--- src/hdl/coil_params.svh ---
`ifndef COIL_PARAMS_SVH
`define COIL_PARAMS_SVH

// ****************************************************************
// register map (byte addresses)
// ****************************************************************
`define CTRL_OFF 8'h00
`define STAT_OFF 8'h04

// ****************************************************************
// control register fields
// ****************************************************************
`define CTRL_SRC_BIT 0
`define CTRL_THREE_BIT 1
`define CTRL_REQ_LSB 4
`define CTRL_RESET 32'h0000_0023

// ****************************************************************
// status register fields
// ****************************************************************
`define STAT_COIL_LSB 0
`define STAT_PEND_BIT 2
`define STAT_OVR_BIT 3
`define STAT_LSPD_BIT 4
`define STAT_SPD2_BIT 5
`define STAT_PLC_BIT 6

// ****************************************************************
// bus responses
// ****************************************************************
`define RESP_OKAY 2'h0
`define RESP_SLVERR 2'h2

`endif

--- src/hdl/coil_pkg.sv ---
package coil_pkg;

  typedef enum logic [1:0] {
    COIL_LOW,
    COIL_MID,
    COIL_HIGH
  } coil_e;

  typedef struct packed {
    logic plc_coil_override;
    logic low_coil_select;
    logic mid_coil_select;
    logic low_speed_detect;
    logic second_speed_detect;
  } pins_s;

endpackage

--- src/hdl/spindle_coil_changeover.sv ---
`include "coil_params.svh"

module spindle_coil_changeover (
  input wire logic aclk,
  input wire logic aresetn,
  input wire coil_pkg::pins_s pins,
  input wire logic [7:0] awaddr,
  input wire logic awvalid,
  output logic awready,
  input wire logic [31:0] wdata,
  input wire logic [3:0] wstrb,
  input wire logic wvalid,
  output logic wready,
  output logic [1:0] bresp,
  output logic bvalid,
  input wire logic bready,
  input wire logic [7:0] araddr,
  input wire logic arvalid,
  output logic arready,
  output logic [31:0] rdata,
  output logic [1:0] rresp,
  output logic rvalid,
  input wire logic rready,
  output logic low_coil_active,
  output logic mid_coil_active
);
  import coil_pkg::*;

  // ****************************************************************
  // helpers
  // ****************************************************************
  function automatic logic reg_hit(input logic [7:0] addr,
                                   input logic [7:0] off);
    reg_hit = (addr[7:2] == off[7:2]);
  endfunction

  function automatic coil_e sel_to_coil(input logic low_sel,
                                        input logic mid_sel,
                                        input logic three);
    if (low_sel) begin
      sel_to_coil = COIL_LOW;
    end else if (mid_sel && three) begin
      sel_to_coil = COIL_MID;
    end else begin
      sel_to_coil = COIL_HIGH;
    end
  endfunction

  // ****************************************************************
  // pin synchronisers
  // ****************************************************************
  // pins are slow PLC levels: a change counts once stages 2 and 3 agree
  pins_s sync1_r;
  pins_s sync2_r;
  pins_s sync3_r;
  pins_s pin_r;

  always_ff @(posedge aclk) begin
    if (!aresetn) begin
      sync1_r <= '0;
      sync2_r <= '0;
      sync3_r <= '0;
      pin_r <= '0;
    end else begin
      sync1_r <= pins;
      sync2_r <= sync1_r;
      sync3_r <= sync2_r;
      if (sync2_r == sync3_r) begin
        pin_r <= sync3_r;
      end
    end
  end

  // ****************************************************************
  // control register
  // ****************************************************************
  logic [31:0] ctrl_r;
  wire src_internal = ctrl_r[`CTRL_SRC_BIT];
  wire three_coil = ctrl_r[`CTRL_THREE_BIT];
  wire [1:0] int_req = ctrl_r[`CTRL_REQ_LSB +: 2];

  // ****************************************************************
  // coil target selection
  // ****************************************************************
  wire coil_e plc_tgt = sel_to_coil(pin_r.low_coil_select,
                                    pin_r.mid_coil_select, three_coil);
  wire coil_e int_tgt = sel_to_coil(int_req == 2'h0,
                                    int_req == 2'h1, three_coil);
  // selects are assumed settled before override rises, so no extra
  // qualification of the PLC path is done here
  wire use_plc = !src_internal || pin_r.plc_coil_override;
  wire coil_e tgt = use_plc ? plc_tgt : int_tgt;

  // ****************************************************************
  // changeover sequencing
  // ****************************************************************
  coil_e coil_r;
  coil_e coil_nxt;
  wire going_up = (tgt > coil_r);
  wire to_low = (tgt == COIL_LOW) && (coil_r != COIL_LOW);
  wire to_mid = (tgt == COIL_MID) && (coil_r == COIL_HIGH);
  wire down_ok = (to_low && pin_r.low_speed_detect) ||
                 (to_mid && pin_r.second_speed_detect);
  wire pending = (to_low || to_mid) && !down_ok;

  always_comb begin
    coil_nxt = coil_r;
    if (going_up) begin
      coil_nxt = tgt;
    end else if (down_ok) begin
      coil_nxt = tgt;
    end
  end

  logic low_act_r;
  logic mid_act_r;

  always_ff @(posedge aclk) begin
    if (!aresetn) begin
      coil_r <= COIL_HIGH;
      low_act_r <= 1'b0;
      mid_act_r <= 1'b0;
    end else begin
      coil_r <= coil_nxt;
      low_act_r <= (coil_nxt == COIL_LOW);
      mid_act_r <= (coil_nxt == COIL_MID);
    end
  end

  assign low_coil_active = low_act_r;
  assign mid_coil_active = mid_act_r;

  // ****************************************************************
  // axi4-lite write channel
  // ****************************************************************
  logic aw_got_r;
  logic w_got_r;
  logic [7:0] aw_addr_r;
  logic [31:0] w_data_r;
  logic [3:0] w_strb_r;
  logic awready_r;
  logic wready_r;
  logic bvalid_r;
  logic [1:0] bresp_r;

  wire aw_fire = awvalid && awready_r;
  wire w_fire = wvalid && wready_r;
  wire aw_have = aw_got_r || aw_fire;
  wire w_have = w_got_r || w_fire;
  wire [7:0] wr_addr = aw_got_r ? aw_addr_r : awaddr;
  wire [31:0] wr_data = w_got_r ? w_data_r : wdata;
  wire [3:0] wr_strb = w_got_r ? w_strb_r : wstrb;
  wire wr_go = aw_have && w_have && !bvalid_r;
  wire wr_ctrl = wr_go && reg_hit(wr_addr, `CTRL_OFF);
  wire wr_stat = wr_go && reg_hit(wr_addr, `STAT_OFF);

  always_ff @(posedge aclk) begin
    if (!aresetn) begin
      aw_got_r <= 1'b0;
      w_got_r <= 1'b0;
      aw_addr_r <= 8'h00;
      w_data_r <= 32'h0000_0000;
      w_strb_r <= 4'h0;
    end else begin
      aw_got_r <= aw_have && !wr_go;
      w_got_r <= w_have && !wr_go;
      if (aw_fire) begin
        aw_addr_r <= awaddr;
      end
      if (w_fire) begin
        w_data_r <= wdata;
        w_strb_r <= wstrb;
      end
    end
  end

  // ready drops once an item is held, until the response is taken
  always_ff @(posedge aclk) begin
    if (!aresetn) begin
      awready_r <= 1'b0;
      wready_r <= 1'b0;
      bvalid_r <= 1'b0;
      bresp_r <= `RESP_OKAY;
    end else begin
      awready_r <= !aw_have && !(bvalid_r && !bready) && !wr_go;
      wready_r <= !w_have && !(bvalid_r && !bready) && !wr_go;
      if (wr_go) begin
        bvalid_r <= 1'b1;
        bresp_r <= (wr_ctrl || wr_stat) ? `RESP_OKAY : `RESP_SLVERR;
      end else if (bready) begin
        bvalid_r <= 1'b0;
      end
    end
  end

  // only byte 0 carries control fields; status writes are ignored
  always_ff @(posedge aclk) begin
    if (!aresetn) begin
      ctrl_r <= `CTRL_RESET;
    end else if (wr_ctrl && wr_strb[0]) begin
      ctrl_r <= {24'h00_0000, 2'h0, wr_data[5:4], 2'h0, wr_data[1:0]};
    end
  end

  assign awready = awready_r;
  assign wready = wready_r;
  assign bvalid = bvalid_r;
  assign bresp = bresp_r;

  // ****************************************************************
  // axi4-lite read channel
  // ****************************************************************
  logic arready_r;
  logic rvalid_r;
  logic [31:0] rdata_r;
  logic [1:0] rresp_r;
  wire ar_fire = arvalid && arready_r;
  wire rd_ctrl = reg_hit(araddr, `CTRL_OFF);
  wire rd_stat = reg_hit(araddr, `STAT_OFF);
  wire [31:0] stat_word = {25'h000_0000, use_plc,
                           pin_r.second_speed_detect,
                           pin_r.low_speed_detect,
                           pin_r.plc_coil_override, pending, coil_r};

  always_ff @(posedge aclk) begin
    if (!aresetn) begin
      arready_r <= 1'b0;
      rvalid_r <= 1'b0;
      rdata_r <= 32'h0000_0000;
      rresp_r <= `RESP_OKAY;
    end else begin
      arready_r <= !rvalid_r && !ar_fire;
      if (ar_fire) begin
        rvalid_r <= 1'b1;
        rresp_r <= (rd_ctrl || rd_stat) ? `RESP_OKAY : `RESP_SLVERR;
        if (rd_ctrl) begin
          rdata_r <= ctrl_r;
        end else if (rd_stat) begin
          rdata_r <= stat_word;
        end else begin
          rdata_r <= 32'h0000_0000;
        end
      end else if (rready) begin
        rvalid_r <= 1'b0;
      end
    end
  end

  assign arready = arready_r;
  assign rvalid = rvalid_r;
  assign rdata = rdata_r;
  assign rresp = rresp_r;
endmodule

--- config.mk ---
export PLATFORM = sky130hd
export DESIGN_NAME = spindle_coil_changeover
export DESIGN_NICKNAME = d
export VERILOG_FILES = /design/src/hdl/coil_pkg.sv /design/src/hdl/spindle_coil_changeover.sv
export VERILOG_INCLUDE_DIRS = /design/src /design/src/hdl
export SDC_FILE = /design/constraint.sdc
export NUM_CORES = 1
export LEC_CHECK = 0
export BUFFER_PORTS_ARGS = -buffer_cell sky130_fd_sc_hd__buf_2
export CAP_MARGIN = 5
export CORE_MARGIN = 4
export CORE_UTILIZATION = 43
export DETAILED_ROUTE_END_ITERATION = 8
export MAX_ROUTING_LAYER = met4
export PLACE_DENSITY = 0.85
export SYNTH_ARGS = -nofsm -noshare
export SYNTH_HDL_FRONTEND = slang
export SYNTH_SLANG_ARGS = --single-unit
--- constraint.sdc ---
create_clock -name aclk -period 1.95 [get_ports aclk]
set_clock_uncertainty 0.1 [all_clocks]
set_input_delay 0.0975 -clock aclk [delete_from_list [all_inputs] [get_ports aclk]]
set_output_delay 0.0975 -clock aclk [all_outputs]
set_load 0.01 [all_outputs]
======== After elaboration in Yosys (flattened, before gate mapping) ========
Index checks and enable logic that the tools add are counted.
Widths: inputs -> output; s select.
storage, ports and cells
  flip-flop bits (word level) ............. 86
  input port bits ......................... 64
  output and inout port bits .............. 43
  word-level logic and storage cells ...... 111
operators by class
  order comparisons ....................... 1
  equality and inequality tests ........... 7
  multiplexer cells ....................... 18
  reduce and logical (&&, ||, !) cells .... 48
operators by type and width
  kind                count
  $logic_and 1x1->1   23
  $mux 2              9
  $mux 7              2
  $eq 6x1->1 const B  2
  $logic_not 6->1     2
  $logic_not 1->1     10
  $mux 8              1
  $logic_or 1x1->1    7
  $eq 2x1->1 const B  3
  $logic_not 2->1     3
  $mux 6              1
  $reduce_bool 2->1   3
  $eq 5x5->1          1
  $mux 1              5
  $eq 2x2->1 const B  1
  $gt 2x2->1          1

======== Logic depth before layout (Yosys ltp) ========
  depth after elaboration ................. 13
  mapped depth ............................ 8
  gate-level depth less buffers ........... 8

======== Worst setup path before layout ========
Ideal clock, no wire load.
  path type ............................... register -> register
  start ................................... reg ctrl_r[5]
  end ..................................... reg with a tool-made name
  library setup time ...................... 72 ps
  arrival time ............................ 1954 ps
  required time ........................... 1778 ps
  slack ................................... -176 ps
  stages on the path, launching flop included .. 9
  path buffers ............................ 0
  clock period less this slack ............ 2126 ps
  path through ............................ dfxtp_1 > nor4b_1 > a21oi_1 > and2_1 > ha_1 > nor2b_1 > o21a_1 > a31oi_1 > mux2i_1
RTL lines
  element                 line                            RTL
  start, declared         spindle_coil_changeover.sv:77   logic [31:0] ctrl_r;
  start signal, assigned  spindle_coil_changeover.sv:199  ctrl_r <= `CTRL_RESET;
  start signal, assigned  spindle_coil_changeover.sv:201  ctrl_r <= {24'h00_0000, 2'h0, wr_data[5:4], 2'h0, wr_data[1:0]};

==> results.cfg <==
[outcome]
status = finished with violations
violations = setup timing

[grt]
antenna_found_initial = 0
grt_max_degree = 29
grt_pass1_vias = 2080
met1_usage_pct = 18.8
grt.met3_usage_pct = 3.26
grt_usage_pct = 15.8
top_usage_layer = met2
met2_usage_pct = 27.2
globalRouteOverflowTotal = 0
grt_first_pass_wirelength_um = 9190

[yosys]
yosys-top-cells-count = 55 x dfxtp_1, 30 x nand2_1, 27 x buf_4, 25 x a21oi_1, 16 x and2_1
postSynthCellCount = 273
yosysMostFrequentCell = dfxtp_1
avgSynthCellArea_um2 = 9.09
yosys.area_share.simple_pct = 21.9
synthXorXnorAreaFrac_pct = 1.76
syn-cell-area_um2 = 2480
yosys.area_share.adder_pct = 1.01
ys.flop_type = dfxtp_1
synth.area.top_cells = dfxtp_1 44%, buf_4 8.2%, a21oi_1 5.0%, nand2_1 4.5%, and2_1 4.0%
synth_compound_area_share_pct = 13.6
yosysTopAreaCellShare_pct = 44.4
ys_seq_elements = 55
synthArstFlopShare_pct = 0
yosysWarnings = 0
muxShareOfSynthArea_pct = 6.75
synth_edf_count = 0
synth_top_family_by_area = simple AND/OR/NAND/NOR gates
yosysTopAreaCell = dfxtp_1
ys_seq_area_share_pct = 44.4
synth_cell_types = 44

[sta]
worst_slack_ns = -0.155
finalCritPeriodShare_pct = 108
final-setup-viol-count = 4
slew_headroom_pct = 65.6
hold_violations = 0
maxSlewViolCount = 0
rsz0062_at_grt = true
period_needed_ns = 2.11
fmax_mhz = 475
timing.hold.ws_ns = 0.00900
tightest_slew_ns = 0.513

[floorplanning]
core_um2 = 5540
die_height_um = 84.0
ios = 107
die-area_um2 = 7050
start_util_pct = 44.8
die_w_um = 84.0
core.rowCount = 27

[drt]
vias = 2100
drt_iter0_markers = 144
drt_pre_antenna_iters = 4
wl_um = 5460
avgRoutedWirePerCell_um = 13.0
vias_per_cell = 5.00
drtAntennaViolNets = 0
drc = 0

[worst_setup_path]
critPathSlowestCell = dfxtp_4
path_cells = nor4bb_2 > a31oi_2 > and2_4 > ha_4 > nor2b_4 > o21a_4 > a31oi_4 > mux2i_1
slowest_delay_ns = 0.39
start_kind = flip-flop
cp-startpoint = pin_r[4]$_SDFFE_PN0N_
end_kind = flip-flop
path_max_fanout = 5
cp_data_arrival_time_ns = 2.25
setup.worst_path.class = reg -> reg
r2r_start = pin_r[4]$_SDFFE_PN0N_
cp.required_ns = 2.10

[flow_run]
drv_cap = 0

[clocking]
cts_tree = built
cts_buffers = 5
clk_pin_slew_worst_paths_ns = 0.11
clock-root-buffer = clkbuf_8
cts-htree-levels = 2
cts.sinks = 55
insertion_delay_ns = 0.31
cts_setup_buffers = 0
clockBufferDepth = 2

[power_and_ir_drop]
power_density_nw_per_um2 = 678
ir_drop_mv = 0.522
total_power_w = 0.00215
leakage_nw = 1.37

[finish]
area_delta_synth_final_pct = 28.0
antenna_cells_inserted = 0
fillers = 469
nets = 413
drive_above_1_share_pct = 28.7

[min_path]
hold_class = in -> reg
min_from = wvalid

[placed_design]
gp_congestion = 0.939
dpl.hpwl_um = 3690
portBuffers = 44
timing repair:
action                                 CTS  global route
endpoints found under the hold margin   17             0
pin swaps                                1             5
setup endpoints to repair                4             4
hold buffers                            20             0
resized for setup                        6            15
final cells by class:
class                      instances  area, µm²  area share [%]
clock buffer                       5       68.8            2.17
clock inverter                     3       33.8            1.06
inverter                           4       15.0           0.472
multi-input combinational        203       1330            41.9
sequential                        55       1110            34.9
tap                               72       90.1            2.83
timing repair buffer              78        529            16.7
path summary, 6_finish.rpt:
| kind | to | slack (ns) | cells after the start |
|---|---|---|---|
| worst min register to register | arready$_SDFF_PN0_ | 0.35 | 1 |
| worst min-delay path | w_data_r[5]$_SDFFE_PN0P_ | 0.009 | 3 |
| worst max register to register | flip-flop | -0.16 | 8 |
| worst max-delay path | flip-flop | -0.16 | 8 |
critical path: cells and delay by family (launching register included):
kind	cells	cell delay [ns]
AO/OA/AOI/OAI	3	0.48
adder cells (fa/ha/maj)	1	0.21
multiplexers	1	0.19
flip-flops	1	0.39
AND/OR/NAND/NOR	3	0.66
metal layers:
metal | routed length, µm | vias up | part of all wire [%]
met2 | 2830 | 73 | 52
met3 | 314 | 9 | 5.8
li1 | - | 1046 | -
met4 | 59 | 0 | 1.1
met5 | 0 | - | 0
met1 | 2260 | 972 | 41
logic make-up (layout without fill, tap and decap cells):
group / Yosys count / count (layout)
AND/OR/NAND/NOR: 100 / 100
multiplexers: 16 / 16
buffers and inverters: 41 / 90
adder cells (fa/ha/maj): 2 / 2
flip-flops: 55 / 55
AO/OA/AOI/OAI: 53 / 53
other: 1 / 27
XOR/XNOR: 5 / 5
through the flow:
stage | instance area [µm²] | setup TNS [ns] | std cells | util, % | setup WS, ns
finish | 3180 | -0.437 | 420 | 57.4 | -0.155
global route | 3180 | -0.732 | 420 | 57.4 | -0.217
CTS | 3110 | -0.444 | 420 | 56.1 | -0.138
detailed placement | 2780 | -0.759 | 392 | 50.1 | -0.237
global placement | 2780 | -0.412 | 392 | 50.1 | -0.127
floorplan | 2610 | -0.0974 | 299 | - | -0.0570
sequential cells by signal, summed over array words and instances (netlist names), named ones only:
register / count
aw_got_r: 1
wready: 1
rvalid: 1
w_data_r: 4
low_coil_active: 1
bvalid: 1
rdata: 7
mid_coil_active: 1
sync1_r: 5
w_got_r: 1
coil_r: 1
rresp: 1
sync2_r: 5
awready: 1
sync3_r: 5
pin_r: 5
ctrl_r: 4
aw_addr_r: 6
arready: 1
w_strb_r: 1
bresp: 1
where the power goes:
group	total (W)	internal, W	switching (W)	leakage, nW
Sequential	0.00119	0.00116	0.0000260	0.448
Clock	0.000678	0.000271	0.000407	0.0515
Combinational	0.000287	0.000130	0.000157	0.869
cells in the final DEF, fill, tap and decap left out, types with 10 or more instances in the layout:
cell	instances
dfxtp_1	51
buf_2	44
nand2_1	29
conb_1	27
a21oi_1	24
dlygate4sd3_1	20
nand3_1	15
and2_1	15
nor2_1	14
buf_4	13
mux2i_1	10
Note: power is estimated with default switching activity, not from simulation.
